[config.mk]
export PLATFORM = sky130hd
export DESIGN_NAME = rlm_relay_line_monitor
export DESIGN_NICKNAME = d
export VERILOG_FILES = /design/src/core/rlm_pkg.sv /design/src/core/rlm_channel.sv /design/src/core/rlm_relay_line_monitor.sv
export SDC_FILE = /design/constraint.sdc
export NUM_CORES = 1
export LEC_CHECK = 0
export ABC_AREA = 1
export BUFFER_PORTS_ARGS = -buffer_cell sky130_fd_sc_hd__buf_2
export CORE_MARGIN = 5
export CORE_UTILIZATION = 57
export CTS_CLUSTER_DIAMETER = 80
export DETAILED_ROUTE_END_ITERATION = 8
export PLACE_DENSITY_LB_ADDON = 0.2
export SYNTH_ARGS = -nofsm -noshare
export SYNTH_HDL_FRONTEND = slang
export SYNTH_SLANG_ARGS = --single-unit
[constraint.sdc]
create_clock -name clk -period 6.2 [get_ports clk]
set_input_delay 0.93 -clock clk [delete_from_list [all_inputs] [get_ports clk]]
set_output_delay 0.93 -clock clk [all_outputs]
set_load 0.005 [all_outputs]
[src/core/rlm_pkg.sv]
// Shared constants for the relay line monitor: register map, field layout,
// reset values and timing figures.
// Assumes a single 200 MHz system clock; all counts are derived from it here.
package rlm_pkg;

   // Number of field channels on one relay board.
   localparam int unsigned NUM_CHANNELS = 7;

   // Clock rate, used to turn times into cycle counts.
   localparam int unsigned CLK_FREQ_MHZ = 200;

   // Oscillator half period in microseconds; each range phase lasts this long.
   localparam int unsigned OSC_HALF_PERIOD_US = 500;
   // Oscillator half period in clock cycles.
   localparam int unsigned OSC_HALF_CYCLES = OSC_HALF_PERIOD_US * CLK_FREQ_MHZ;

   // Power-up stabilisation time in milliseconds.
   localparam int unsigned POWER_DELAY_MS = 1000;
   // Power-up stabilisation time in clock cycles.
   localparam int unsigned POWER_DELAY_CYCLES = POWER_DELAY_MS * 1000 * CLK_FREQ_MHZ;

   // Digital input positions (input n sits at bit n-1).
   localparam int unsigned DIN_VOLT_BASE = 0;
   localparam int unsigned DIN_POWER_GOOD = 7;
   localparam int unsigned DIN_CURR_BASE = 8;

   // Register byte offsets on the APB bus.
   localparam logic [11:0] REG_CONTROL = 12'h000;
   localparam logic [11:0] REG_STATUS = 12'h004;
   localparam logic [11:0] REG_FAULTS = 12'h008;
   localparam logic [11:0] REG_RELAYS = 12'h00C;

   // Field positions inside the control register.
   localparam int unsigned CTRL_CMD_LSB = 0;
   localparam int unsigned CTRL_INUSE_LSB = 8;
   // Field positions inside the status register.
   localparam int unsigned STAT_HEALTHY_LSB = 0;
   localparam int unsigned STAT_MODULE_BIT = 7;
   localparam int unsigned STAT_VALID_BIT = 8;
   localparam int unsigned STAT_RANGE_BIT = 9;
   // Field positions inside the fault register.
   localparam int unsigned FLT_SHORT_LSB = 0;
   localparam int unsigned FLT_OPEN_LSB = 8;
   localparam int unsigned FLT_MISMATCH_LSB = 16;

   // Values after reset.
   localparam logic [6:0] CMD_RESET = 7'h00;
   localparam logic [6:0] INUSE_RESET = 7'h00;

endpackage

[src/core/rlm_channel.sv]
// One channel of the relay line monitor: relay drive, readback latches and
// the short, open and mismatch evaluation.
// Assumes latchTick comes from the shared oscillator and rangePhase is the
// range that was applied during the phase which that tick closes.
`timescale 1ns/1ps
module rlm_channel (
   input wire logic clk,
   input wire logic rst,
   input wire logic resultsValid,
   input wire logic latchTick,
   input wire logic rangePhase,
   input wire logic commandedValue,
   input wire logic inUse,
   input wire logic voltageReadback,
   input wire logic currentReadback,
   output logic relayOut,
   output logic shortFault,
   output logic openFault,
   output logic feedbackMismatch,
   output logic channelHealthy
);

   logic relay_ff; // Registered relay drive.
   logic short_ff; // Short detected in the last low-range phase.
   logic open_ff; // Open line or blown fuse detected.
   logic mismatch_ff; // Field state disagrees with the relay.
   logic stable_ff; // Relay held still for the whole current phase.
   logic checkPhase; // The closing phase is usable for evaluation.

   // A phase in which the relay moved carries mixed readback, so it is skipped.
   assign checkPhase = latchTick && stable_ff && resultsValid;

   // Relay follows the command unless a short holds it off.
   always_ff @(posedge clk or posedge rst) begin
      if (rst) begin
         relay_ff <= 1'b0;
      end else begin
         relay_ff <= commandedValue && !short_ff;
      end
   end

   // Stability tracker: armed at every tick, dropped when the relay changes.
   always_ff @(posedge clk or posedge rst) begin
      if (rst) begin
         stable_ff <= 1'b0;
      end else if (latchTick) begin
         stable_ff <= 1'b1;
      end else if (relay_ff != (commandedValue && !short_ff)) begin
         stable_ff <= 1'b0;
      end
   end

   // Fault evaluation on latched readback. Low range judges short, fuse and
   // mismatch; high range judges the off-state open line.
   always_ff @(posedge clk or posedge rst) begin
      if (rst) begin
         short_ff <= 1'b0;
         open_ff <= 1'b0;
         mismatch_ff <= 1'b0;
      end else if (!resultsValid) begin
         // Results are meaningless until the field supply has settled.
         short_ff <= 1'b0;
         open_ff <= 1'b0;
         mismatch_ff <= 1'b0;
      end else if (checkPhase && !rangePhase) begin
         if (relay_ff) begin
            // No current while energised means broken lead or blown fuse.
            open_ff <= !currentReadback;
            mismatch_ff <= !voltageReadback;
         end else begin
            // Field voltage not lifted over the low threshold means a short.
            short_ff <= !voltageReadback;
            mismatch_ff <= currentReadback;
         end
      end else if (checkPhase && rangePhase && !relay_ff) begin
         // Injection resistor lifting the line over the reference: open line.
         open_ff <= voltageReadback;
      end
   end

   assign relayOut = relay_ff;
   assign shortFault = short_ff;
   // Spare channels never show an open line.
   assign openFault = open_ff && inUse;
   assign feedbackMismatch = mismatch_ff;
   assign channelHealthy = resultsValid && !short_ff && !openFault && !mismatch_ff;
endmodule

[src/core/rlm_relay_line_monitor.sv]
// Top of the relay line monitor: shared oscillator, power-up delay, seven
// channel blocks, module-healthy AND and an APB register slave.
// Assumes digital inputs are synchronous to clk and APB runs on the same clock.
//
// Notes on behaviour
// - Off channel, voltage above reference: open.
// - On channel, no current: open.
// - Unused channel never reports open.
// - Off channel, voltage below low threshold: short.
// - Blown fuse reported as open line.
// - Oscillator toggles range and clocks latches.
// - One oscillator may serve several boards; here each instance runs its own and has no tick or range input.
// - Results invalid until power settles.
// - Module healthy is AND of channels.
// - Short fault blocks relay energisation.
// - Open output flags breakage or fuse.
// - Mismatch when field disagrees with relay.
// - Channel healthy only without any fault.
// - Relay driven from commanded value.
// - Voltage readback from inputs one to seven.
// - Current readback from inputs nine to fifteen.
// - Input eight is power good; sixteen unused.
`timescale 1ns/1ps
module rlm_relay_line_monitor #(
   parameter int unsigned OSC_HALF_CYCLES = rlm_pkg::OSC_HALF_CYCLES,
   parameter int unsigned POWER_DELAY_CYCLES = rlm_pkg::POWER_DELAY_CYCLES
) (
   input wire logic clk,
   input wire logic rst,
   input wire logic psel,
   input wire logic penable,
   input wire logic pwrite,
   input wire logic [11:0] paddr,
   input wire logic [31:0] pwdata,
   output logic [31:0] prdata,
   output logic pready,
   output logic pslverr,
   input wire logic [15:0] digitalIn,
   output logic [6:0] relayOut,
   output logic rangeSelect,
   output logic oscTick,
   output logic [6:0] shortFault,
   output logic [6:0] openFault,
   output logic [6:0] feedbackMismatch,
   output logic [6:0] channelHealthy,
   output logic moduleHealthy,
   output logic resultsValid
);

   localparam int unsigned NCH = rlm_pkg::NUM_CHANNELS;

   logic [31:0] oscCount_ff; // Oscillator phase counter.
   logic range_ff; // Current range select level.
   logic [31:0] delayCount_ff; // Power-up stabilisation counter.
   logic valid_ff; // Line monitoring results may be used.
   logic [6:0] command_ff; // Commanded values from software.
   logic [6:0] inUse_ff; // Channel in-use flags from software.
   logic [31:0] rdata_ff; // Registered read data.
   logic err_ff; // Registered error answer.
   logic powerGood; // Field supply present.
   logic [6:0] voltageReadback; // Per-channel voltage results.
   logic [6:0] currentReadback; // Per-channel current results.
   logic setupPhase; // APB setup cycle.
   logic accessPhase; // APB access cycle.
   logic hitControl; // Address selects the control register.
   logic hitStatus; // Address selects the status register.
   logic hitFaults; // Address selects the fault register.
   logic hitRelays; // Address selects the relay register.
   logic addrHit; // Address is mapped.
   logic [31:0] statusWord; // Assembled status view.
   logic [31:0] faultWord; // Assembled fault view.
   logic [31:0] readMux; // Selected read value.

   // Input mapping; input n sits at bit n-1 and input sixteen is ignored.
   assign voltageReadback = digitalIn[rlm_pkg::DIN_VOLT_BASE +: NCH];
   assign currentReadback = digitalIn[rlm_pkg::DIN_CURR_BASE +: NCH];
   assign powerGood = digitalIn[rlm_pkg::DIN_POWER_GOOD];

   // The tick closes a phase, so readback has had a full half period to settle.
   assign oscTick = (oscCount_ff == 32'(OSC_HALF_CYCLES - 1));

   // Free-running oscillator. The tick and range are also ports, but every instance
   // runs its own oscillator and has no input to take another board's tick or range.
   always_ff @(posedge clk or posedge rst) begin
      if (rst) begin
         oscCount_ff <= 32'h00000000;
         range_ff <= 1'b0;
      end else if (oscTick) begin
         oscCount_ff <= 32'h00000000;
         range_ff <= !range_ff;
      end else begin
         oscCount_ff <= oscCount_ff + 32'h00000001;
      end
   end

   // Power-up delay: counting restarts whenever the field supply drops, and
   // results are withdrawn at once rather than after a delay.
   always_ff @(posedge clk or posedge rst) begin
      if (rst) begin
         delayCount_ff <= 32'h00000000;
         valid_ff <= 1'b0;
      end else if (!powerGood) begin
         delayCount_ff <= 32'h00000000;
         valid_ff <= 1'b0;
      end else if (delayCount_ff == 32'(POWER_DELAY_CYCLES - 1)) begin
         valid_ff <= 1'b1;
      end else begin
         delayCount_ff <= delayCount_ff + 32'h00000001;
      end
   end

   // One channel block per field channel.
   for (genvar ch = 0; ch < NCH; ch++) begin : g_channel
      rlm_channel u_channel (
         .clk(clk),
         .rst(rst),
         .resultsValid(valid_ff),
         .latchTick(oscTick),
         .rangePhase(range_ff),
         .commandedValue(command_ff[ch]),
         .inUse(inUse_ff[ch]),
         .voltageReadback(voltageReadback[ch]),
         .currentReadback(currentReadback[ch]),
         .relayOut(relayOut[ch]),
         .shortFault(shortFault[ch]),
         .openFault(openFault[ch]),
         .feedbackMismatch(feedbackMismatch[ch]),
         .channelHealthy(channelHealthy[ch])
      );
   end

   // The whole board is healthy only if every channel is.
   assign moduleHealthy = &channelHealthy;
   assign rangeSelect = range_ff;
   assign resultsValid = valid_ff;

   // APB decode. The slave never waits: every access completes in one cycle.
   assign setupPhase = psel && !penable;
   assign accessPhase = psel && penable;
   assign hitControl = (paddr == rlm_pkg::REG_CONTROL);
   assign hitStatus = (paddr == rlm_pkg::REG_STATUS);
   assign hitFaults = (paddr == rlm_pkg::REG_FAULTS);
   assign hitRelays = (paddr == rlm_pkg::REG_RELAYS);
   assign addrHit = hitControl || hitStatus || hitFaults || hitRelays;

   // Status and fault views; unused bits read as zero.
   assign statusWord = {22'h000000, range_ff, valid_ff, moduleHealthy, channelHealthy};
   assign faultWord = {9'h000, feedbackMismatch, 1'b0, openFault, 1'b0, shortFault};

   // Read selection; an unmapped address reads zero.
   assign readMux = hitControl ? {17'h00000, inUse_ff, 1'b0, command_ff} :
                    hitStatus ? statusWord :
                    hitFaults ? faultWord :
                    hitRelays ? {25'h0000000, relayOut} : 32'h00000000;

   // Control register; only a completed write to it changes the commands.
   always_ff @(posedge clk or posedge rst) begin
      if (rst) begin
         command_ff <= rlm_pkg::CMD_RESET;
         inUse_ff <= rlm_pkg::INUSE_RESET;
      end else if (accessPhase && pwrite && hitControl) begin
         command_ff <= pwdata[rlm_pkg::CTRL_CMD_LSB +: 7];
         inUse_ff <= pwdata[rlm_pkg::CTRL_INUSE_LSB +: 7];
      end
   end

   // Read data and error are captured in the setup cycle so that they come
   // from flip-flops yet are ready in the single access cycle.
   always_ff @(posedge clk or posedge rst) begin
      if (rst) begin
         rdata_ff <= 32'h00000000;
         err_ff <= 1'b0;
      end else if (setupPhase) begin
         rdata_ff <= pwrite ? 32'h00000000 : readMux;
         err_ff <= !addrHit;
      end
   end

   assign prdata = rdata_ff;
   assign pready = 1'b1;
   assign pslverr = accessPhase && err_ff;
endmodule

### Yosys cells after proc, flatten, opt, wreduce, memory -nomap -nowiden

Cells that the tools add are included.

* multiplexer cells: 94
* reductions and logical operators: 146
* $add $sub $neg: 2
* equal/unequal tests: 42

Operators with widths (number)
* 32-bit two-way mux: 3
* 23-bit two-way mux: 4
* 1-bit two-way mux: 86
* 1-bit logical AND: 75
* 32-bit by 1-bit adder with 32-bit output, second input constant: 2
* 1-bit logical NOT: 45
* 32-bit by 17-bit == test with 1-bit output, second input constant: 1
* 32-bit by 28-bit == test with 1-bit output, second input constant: 1
* 2-bit AND reduction: 14
* 12-bit by 4-bit == test with 1-bit output, second input constant: 2
* 3-bit by 1-bit inequality test with 1-bit output, second input constant: 7
* 3-bit by 2-bit inequality test with 1-bit output, second input constant: 7
* 2-bit by 1-bit inequality test with 1-bit output, second input constant: 8
* 2-bit inequality test, second input constant: 8
* 2-bit nonzero test: 7
* 12-bit by 3-bit == test with 1-bit output, second input constant: 1
* 12-bit logical NOT: 1
* 7-bit two-way mux: 1
* 1-bit inequality test: 7
* 7-bit AND reduction: 1
* 1-bit logical OR: 3

* input bits: 65
* output and inout bits: 73
* register bits: 148
* word-level logic and storage cells: 327

### Longest topological paths before layout

Gate-level depths: netlist of the first run.

* word-level depth: 8
* gate-level depth with buffers: 12
* gate-level depth less buffers: 12

### Cells and area by module

From an unflattened synthesis of the first run, not the netlist that was laid out.

* cell total of the unflattened synthesis: 1142
* area, all modules: 8131.5 µm²

Modules (own cells, without submodules)
* rlm_relay_line_monitor: sequential area each 2577.5 µm², times used 1, cells each 855, area an instance 6047.0 µm²
* rlm_channel: sequential area each 125.1 µm², times used 7, cells each 41, area an instance 297.8 µm²

### Least setup slack after synthesis of the first run

Ideal clock, no wire load.

* path type: input port to flip-flop
* start: in paddr[1]
* end: reg inUse_ff[0]
* arrival: 2.161 ns
* data required time: 6.075 ns
* slack: 3.914 ns
* buffers on the path: 1
* setup time: 0.125 ns
* stages: 6
* cells stage by stage: or2_2 nor2_2 nand3_1 nor2_2 buf_4 mux2_2

* word-level cells in the longest chain between the ends: 2

Ends and longest elaborated chain
* from (decl): RTL line rlm_relay_line_monitor.sv:33 `input wire logic [11:0] paddr,`
* 12-bit logical NOT: RTL line rlm_relay_line_monitor.sv:140 `assign hitControl = (paddr == rlm_pkg::REG_CONTROL);`
* 1-bit logical AND: RTL line rlm_relay_line_monitor.sv:161 `end else if (accessPhase && pwrite && hitControl) begin`
* to (signal assigned): RTL line rlm_relay_line_monitor.sv:160 `inUse_ff <= rlm_pkg::INUSE_RESET;`
* to (signal assigned): RTL line rlm_relay_line_monitor.sv:163 `inUse_ff <= pwdata[rlm_pkg::CTRL_INUSE_LSB +: 7];`
* to (decl): RTL line rlm_relay_line_monitor.sv:57 `logic [6:0] inUse_ff;`

No other way between the ends.
A chain may end at the register's enable or synchronous reset.

### Worst setup path after layout of the first run

* start: in paddr[9]
* end: reg inUse_ff[2]

The elaborated chain is that of the path after synthesis.

==> results of run 1 <==
worst max-delay path by stage:
stage	slack (ns)	from	cells after the start	to
after global placement	2.69	paddr[11]	7	inUse_ff[3]$_DFFE_PP0P_
after CTS	3.11	paddr[9]	7	inUse_ff[6]$_DFFE_PP0P_
after detailed placement	2.68	paddr[9]	7	inUse_ff[6]$_DFFE_PP0P_
final	3.06	paddr[9]	7	inUse_ff[2]$_DFFE_PP0P_
after floorplan	1.57	rst	1	command_ff[0]$_DFFE_PP0P_
after global routing	2.87	paddr[11]	7	inUse_ff[6]$_DFFE_PP0P_
state kept, by name (all words and copies together), names as in the netlist:
signal                                flops
delayCount_ff                            32
oscCount_ff                              32
prdata                                   22
command_ff                                7
g_channel.u_channel.feedbackMismatch      7
g_channel.u_channel.open_ff               7
g_channel.u_channel.relayOut              7
g_channel.u_channel.shortFault            7
g_channel.u_channel.stable_ff             7
inUse_ff                                  7
err_ff                                    1
rangeSelect                               1
resultsValid                              1
routing by layer:
layer / share of wire [%] / wire length (µm) / track usage (%) / vias up
met2: 48 / 9840 / 41.1 / 265
met1: 41 / 8450 / 33.1 / 3372
li1: - / - / - / 3581
met3: 7.2 / 1470 / 4.44 / 45
met5: 0 / 0 / 0 / -
met4: 3.0 / 608 / 10.9 / 0
cell usage after synthesis, types with 11 or more instances:
cell,instances
nand2_1,226
inv_1,147
nor2_1,140
dfrtp_1,138
nand3_1,71
o21ai_0,66
buf_4,47
nand4_1,34
nor3_1,28
a21oi_1,24
xor2_1,20
nor2_2,14
o21ai_1,13
clkbuf_1,12
nor2_4,11
final cells by class:
cell class              instances  area (µm²)  area share (%)
clock buffers                  23         488            5.39
inverters                     154         583            6.44
multi-input cells             731        3640            40.3
clock inverters                 8        92.6            1.02
diodes                          1        2.50          0.0277
repair buffers                110         558            6.17
flip-flops and latches        138        3450            38.2
well taps                     180         225            2.49
cells by family after synthesis:
group,Yosys count,share of synthesized area [%]
mux,7,0.977
other cells,2,0.0931
flops,138,42.8
simple gates,553,31.4
fa+ha+maj,2,0.310
xor+xnor,23,2.50
buf+inv,219,12.5
compound gates,135,9.52
power breakdown:
group | total (µW) | switching [µW] | internal, µW
Combinational | 59.6 | 42.7 | 16.9
Clock | 1000 | 372 | 628
Sequential | 905 | 2.24 | 903
Total | 1970 | 417 | 1550
worst max-delay path: stages:
cell,delay [ns]
buf_2,0.10
nor2_1,0.09
nand2_1,0.07
nor2_2,0.28
nand3_1,0.63
nor2_2,0.93
mux2_2,0.41
metrics by stage:
stage | util (%) | area [µm²] | total power [µW]
6_report | 65.2 | 9050 | 1970
5_1_grt | 65.2 | 9050 | 2030
4_1_cts | 65.2 | 9040 | 1980
3_5_place_dp | 61.0 | 8460 | 982
3_3_place_gp | 61.0 | 8460 | 981
2_1_floorplan | - | 8100 | 957
==> impl_metrics.ini, run 1 <==
[cts]
cts_resized = 0
postCtsHoldBufs = 0
clk_pin_slew_worst_paths_ns = 0.06
clk_latency_ns = 0.42
root_buffer = clkbuf_16
htreeDepth = 4
cts_made_buffers = 17
clock_sinks = 138
cts_buffer_depth = 2
tritoncts = yes
postCtsSetupBuffers = 0

[critical_path]
critPathLaunchType = primary input
ff2ff_setup_slack_ns = 3.99
crit_path_end_kind = flip-flop
cp.required_ns = 6.51
path_class = primary input to flip-flop
reg2reg_from = rangeSelect$_DFFE_PP0N_
critPathMaxFanout = 22
crit_arrival_ns = 3.45
worstReg2RegEnd = g_channel[0].u_channel.open_ff$_DFFE_PP0P_
ff2ff_path_depth = 7

[floorplanning]
die_area_um2 = 16600
fp.dieW_um = 129
start_util_pct = 58.1
rows = 43
die_y_um = 129
io_pins = 138
core-area_um2 = 13900

[worst_hold_path]
min_from = oscCount_ff[0]$_DFF_PP0_
whs_path_depth = 1
whs_endpoint = oscCount_ff[0]$_DFF_PP0_
hold_class = flip-flop to flip-flop

[run_status]
outcome = finished, final reports clean

[sta]
setup_slack_ns = 3.06
fin_hold_ws_ns = 0.472
fin_setup_tns_ns = 0
worst_pin_slew_ns = 0.916
final-setup-viol-count = 0
rsz0062_at_grt = no
finalHoldViolCount = 0
timing.fmax_mhz = 318
slew_violations = 0
relSlewSlack_pct = 38.9
skew_ns = 0.00573
fin_crit_sh_pct = 50.7
period_needed_ns = 3.14

[flow_run]
cap_violations = 0

[global_route]
grt_max_degree = 104
grtUsageTotal_pct = 25.2
grt_pass1_vias = 6770
antenna_found_initial = 1
grt-ovfl-total = 0
grt_pass1_wl_um = 33200

[placement]
port_buffers = 107
finalWeightedCongestion = 0.882
pre_cts_slack_ns = 2.68
place_inst = 1313
hpwl_um = 14900

[finish]
layout-drive-gt1-share_pct = 16.8
fillerInstances = 1206
final_nets = 1219
final_common_cell = nand2_1
syn_to_final_growth_pct = 12.1
fin_cells = 1345
final_cell_mix = nand2_1, inv_1, nor2_1

[logic_synthesis]
yosysUniqueCellTypes = 45
synthCells = 1079
ys_ff_latch = 138
synth.yosys.seq_area_share_pct = 42.8
synth_top_area_share_pct = 42.8
ys_top_cells_by_area = dfrtp_1, nand2_1, inv_1, nor2_1, nand3_1
syn_area_um2 = 8070
yosys_warnings = 0
avgSynthCellArea_um2 = 7.48
ys.flop_type = dfrtp_1
ys_async_sr_fraction_pct = 100
synth-edff-count = 0
synth_area_leader_cell = dfrtp_1

[detailed_routing]
wl_per_cell_um = 15.1
drc_errors = 0
drt-initial-drc-count = 543
routed_via_density = 5.40
route.vias.total = 7263
dr.pass1.iters = 5
postRouteAntennaNets = 0
routed_wl_um = 20400

[power]
p_leak_uw = 0.00448
power_density_nw_per_um2 = 217
ir_drop_v = 0.000187
Note: power is estimated with default switching activity, not from simulation.
==> run 2: changes to the inputs <==
==> constraint.sdc (replaced) <==
create_clock -name clk -period 3.2 [get_ports clk]
set_input_delay 0.48 -clock clk [delete_from_list [all_inputs] [get_ports clk]]
set_output_delay 0.48 -clock clk [all_outputs]
set_load 0.005 [all_outputs]
==> impl_metrics.ini, run 2 (synthesis gave the netlist of run 1 again) <==
[finish]
final_nets = 1224
fillerInstances = 1196
fin_cells = 1351
layout-drive-gt1-share_pct = 17.4
final_common_cell = nand2_1
fin_area_um2 = 9140
syn_to_final_growth_pct = 13.3
regArea_um2 = 3450
multi_input_area_um2 = 3640
final_cell_mix = nand2_1, inv_1, nor2_1

[floorplanning]
fp.dieW_um = 129
die_y_um = 129
start_util_pct = 58.1
rows = 43
core-area_um2 = 13900
die_area_um2 = 16600
io_pins = 138

[cts]
clk_latency_ns = 0.43
postCtsHoldBufs = 0
postCtsSetupBuffers = 0
clk_pin_slew_worst_paths_ns = 0.06
clock_sinks = 138
cts_made_buffers = 17
root_buffer = clkbuf_16
cts_buffer_depth = 2
tritoncts = yes
htreeDepth = 4
cts_resized = 0

[critical_path]
worstReg2RegEnd = delayCount_ff[30]$_DFFE_PP0P_
crit_start = oscCount_ff[0]$_DFF_PP0_
crit_top_cell = nor2_4
path_buf_inv = 1
crit_arrival_ns = 1.93
crit_path_end_kind = primary output
crit_chain = ha_1 > nand2_2 > nor2_4 > nand3_1 > nor2_4 > buf_2
cp.required_ns = 2.72
critPathMaxFanout = 10
critPathLaunchType = flip-flop
path_class = flip-flop to primary output
ff2ff_path_depth = 12
ff2ff_setup_slack_ns = 1.18
reg2reg_from = delayCount_ff[0]$_DFFE_PP0P_
max_stage_delay_ns = 0.36
critPathSlowestCell = dfrtp_1
cp_top_family = simple AND/OR/NAND/NOR gates

[global_route]
grt_pass1_wl_um = 33600
grt_max_degree = 52
grt_pass1_vias = 6875
grtUsageTotal_pct = 25.8
grt-ovfl-total = 0
antenna_found_initial = 1

[sta]
fin_crit_sh_pct = 75.4
setup_slack_ns = 0.789
rsz0062_at_grt = no
skew_ns = 0.0128
finalHoldViolCount = 0
slew_violations = 0
timing.fmax_mhz = 415
worst_pin_slew_ns = 0.940
fin_hold_ws_ns = 0.258
final-setup-viol-count = 0
fin_setup_tns_ns = 0
relSlewSlack_pct = 37.2
period_needed_ns = 2.41

[detailed_routing]
route.vias.total = 7412
drc_errors = 0
routed_via_density = 5.49
postRouteAntennaNets = 0
wl_per_cell_um = 15.4
drt-initial-drc-count = 622
routed_wl_um = 20800
dr.pass1.iters = 5

[placement]
hpwl_um = 15200
placed_area_um2 = 8530
finalWeightedCongestion = 0.916
pre_cts_slack_ns = 0.846
place_inst = 1318
port_buffers = 107

[flow_run]
cap_violations = 0

[worst_hold_path]
hold_class = primary input to async pin

[power]
ir_drop_v = 0.000353
power_density_nw_per_um2 = 427
p_leak_uw = 0.00449

[run_status]
outcome = finished, final reports clean
run 2: changes by cell type in the layout (fill, tap and decap cells not counted), sizes merged:
cell	change
buf	+5
bufinv	+1
clkbuf	-4
clkinv	-2
clkinvlp	+6
run 2: worst max path at each step:
stage / endpoint / slack, ns / depth (start not counted)
after floorplan: command_ff[0]$_DFFE_PP0P_ / 1.0 / 1
after global placement: inUse_ff[3]$_DFFE_PP0P_ / 0.88 / 6
after detailed placement: inUse_ff[3]$_DFFE_PP0P_ / 0.85 / 6
after CTS: oscTick / 0.79 / 6
after global routing: moduleHealthy / 0.60 / 5
final: oscTick / 0.79 / 6
run 2: routing by layer:
| metal | up-vias | part of all wire (%) | track usage (%) |
|---|---|---|---|
| li1 | 3606 | - | - |
| met1 | 3433 | 41 | 33.2 |
| met2 | 302 | 47 | 41.8 |
| met3 | 71 | 8.0 | 5.77 |
| met4 | 0 | 3.7 | 11.2 |
| met5 | - | 0 | 0 |
run 2: through the flow:
step	util (%)	total power [µW]
CTS	65.8	3930
detailed placement	61.4	1910
global route	65.9	4040
global placement	61.4	1910
floorplan	-	1860
finish	65.9	3900
run 2: power breakdown:
| part | total (µW) | switching (µW) | internal (µW) |
|---|---|---|---|
| combinational | 122 | 84.1 | 37.8 |
| sequential | 1750 | 4.53 | 1750 |
| clock | 2030 | 778 | 1250 |
| total | 3900 | 866 | 3040 |
run 2: final cells by class:
cell class | count | share of cell area, %
flip-flops and latches | 138 | 37.8
well taps | 180 | 2.46
repair buffers | 115 | 6.79
diodes | 1 | 0.0274
clock inverters | 13 | 1.86
multi-input cells | 731 | 39.9
clock buffers | 19 | 4.85
inverters | 154 | 6.36
==> run 3: changes to the inputs <==
--- a/config.mk
+++ b/config.mk
@@ -5,10 +5,10 @@
 export SDC_FILE = /design/constraint.sdc
 export NUM_CORES = 1
 export LEC_CHECK = 0
-export ABC_AREA = 1
+export ABC_AREA = 0
 export BUFFER_PORTS_ARGS = -buffer_cell sky130_fd_sc_hd__buf_2
 export CORE_MARGIN = 5
-export CORE_UTILIZATION = 57
+export CORE_UTILIZATION = 51
 export CTS_CLUSTER_DIAMETER = 80
 export DETAILED_ROUTE_END_ITERATION = 8
 export PLACE_DENSITY_LB_ADDON = 0.2
==> constraint.sdc (replaced) <==
create_clock -name clk -period 2.2 [get_ports clk]
set_input_delay 0.33 -clock clk [delete_from_list [all_inputs] [get_ports clk]]
set_output_delay 0.33 -clock clk [all_outputs]
set_load 0.005 [all_outputs]
==> impl_metrics.ini, run 3 <==
[run_status]
outcome = complete, but fails checks
violations = setup timing

[logic_synthesis]
avgSynthCellArea_um2 = 10.0
synth_area_leader_cell = dfrtp_1
synthCells = 767
synth.yosys.seq_area_share_pct = 45.0
ys.flop_type = dfrtp_1
synth-edff-count = 0
syn_area_um2 = 7670
yosysMostFrequentCell = dfrtp_1
ys_ff_latch = 138
yosysUniqueCellTypes = 67
synth_common_cells = dfrtp_1, nand2_1, buf_4
ys_top_cells_by_area = dfrtp_1, buf_4, xnor2_1, nand2_1, mux2i_1
yosys_warnings = 0
ys_async_sr_fraction_pct = 100
synth_top_area_share_pct = 45.0

[worst_hold_path]
hold_class = primary input to flip-flop

[critical_path]
crit_chain = or4b_4 > nor4_4 > and2_1 > buf_2
critPathMaxFanout = 2
critPathLaunchType = flip-flop
cp.required_ns = 1.87
crit_path_end_kind = primary output
crit_arrival_ns = 1.93
path_class = flip-flop to primary output
max_stage_delay_ns = 0.55
critPathSlowestCell = or4b_4

[cts]
cts_made_buffers = 17
clock_sinks = 138
clk_pin_slew_worst_paths_ns = 0.06
clk_latency_ns = 0.42
htreeDepth = 4
root_buffer = clkbuf_16
tritoncts = yes
cts_buffer_depth = 2

[flow_run]
cap_violations = 0

[detailed_routing]
route.vias.total = 6400
drc_errors = 0
drt-initial-drc-count = 541
postRouteAntennaNets = 0
dr.pass1.iters = 5
wl_per_cell_um = 18.8
routed_via_density = 6.00
routed_wl_um = 20100

[sta]
relSlewSlack_pct = 61.5
setup_slack_ns = -0.0590
fin_hold_ws_ns = 0.110
fin_crit_sh_pct = 103
slew_violations = 0
rsz0062_at_grt = yes
final-setup-viol-count = 2
skew_ns = 0.00946
timing.fmax_mhz = 443
period_needed_ns = 2.26
finalHoldViolCount = 0
worst_pin_slew_ns = 0.573

[finish]
layout-drive-gt1-share_pct = 28.3
syn_to_final_growth_pct = 18.6
num_antenna_cells = 0
fin_cells = 1066
final_cell_mix = dfrtp_1, buf_2, nand2_1
final_nets = 936
fin_area_um2 = 9090
final_util_pct = 62.1
final_common_cell = dfrtp_1

[power]
power_density_nw_per_um2 = 644
p_leak_uw = 0.00426
ir_drop_v = 0.000557

[floorplanning]
rows = 44
die_area_um2 = 17600
io_pins = 138
die_y_um = 133
fp.dieW_um = 133
start_util_pct = 52.4
core-area_um2 = 14600

[placement]
place_inst = 1017
finalWeightedCongestion = 0.865
placed_area_um2 = 8240
port_buffers = 107
hpwl_um = 14200

[global_route]
grt_max_degree = 41
grt-ovfl-total = 0
grtUsageTotal_pct = 23.2
grt_pass1_wl_um = 33300
grt_pass1_vias = 6492
antenna_found_initial = 0
run 3: cell count changes after synthesis, moves of 15 or more:
cell / delta
inv_1: -128
mux2_2: +15
mux2i_1: +24
nand2_1: -160
nand3_1: -49
nor2_1: -121
nor2b_1: +20
nor3_1: -17
o21ai_0: -35
xnor2_1: +28
run 3: final timing paths:
kind,startpoint,endpoint,slack [ns],cells past startpoint
setup / recovery,oscCount_ff[8]$_DFF_PP0_,oscTick,-0.06,4
hold / removal,digitalIn[4],g_channel[4].u_channel.shortFault$_DFFE_PP0P_,0.11,2
setup reg to reg,delayCount_ff[0]$_DFFE_PP0P_,delayCount_ff[28]$_DFFE_PP0P_,0.17,5
hold reg to reg,prdata[6]$_DFFE_PP0P_,prdata[6]$_DFFE_PP0P_,0.47,2
max in group asynchronous,rst,prdata[20]$_DFFE_PP0P_,1.01,4
min in group asynchronous,rst,delayCount_ff[27]$_DFFE_PP0P_,0.48,3
run 3: where the power goes:
part,leakage [µW],internal [µW],switching [µW]
Combinational,0.00205,67.6,134
Clock,0.000312,2030,1070
Sequential,0.00190,2550,6.71
run 3: routing by layer:
layer | vias up | global-route usage (%) | wire (µm)
li1 | 2951 | - | -
met1 | 3175 | 28.6 | 8260
met3 | 33 | 4.97 | 1180
met4 | 0 | 8.78 | 461
met2 | 241 | 40.2 | 10200
met5 | - | 0 | 0
run 3: what timing repair did:
item                       in CTS  in global routing
hold endpoints to repair       14                  0
setup endpoints to repair       5                  2
pin swaps                       6                  0
hold buffers                    1                  0
resized for setup              27                  0
buffers inserted               16                  0
run 3: area by class of cell:
class                   count  area, µm²
fillers                  1194       5550
clock buffers              19        443
clock inverters            13        199
well taps                 184        230
repair buffers            161        976
inverters                  19       75.1
multi-input cells         532       3710
flip-flops and latches    138       3460
run 3: logic make-up after synthesis:
kind of cell | share of synthesized area [%]
AO/OA/AOI/OAI | 11.4
XOR/XNOR | 5.37
adder cells (fa/ha/maj) | 0.326
buffers and inverters | 7.95
flip-flops | 45.0
multiplexers | 6.22
other | 0.0979
AND/OR/NAND/NOR | 23.6
run 3: metrics by stage:
step,setup TNS (ns),total power [µW],setup WS (ns)
floorplan,0,2720,0.149
global placement,0,2790,0.130
detailed placement,0,2800,0.0764
CTS,-0.106,5900,-0.0760
global route,-0.282,6040,-0.167
finish,-0.0887,5850,-0.0590
run 3: critical path: cells and delay by family, from the launching register on:
family / cells / cell delay (ns)
AND/OR/NAND/NOR: 3 / 1.01
flip-flops: 1 / 0.40
buffers and inverters: 1 / 0.11
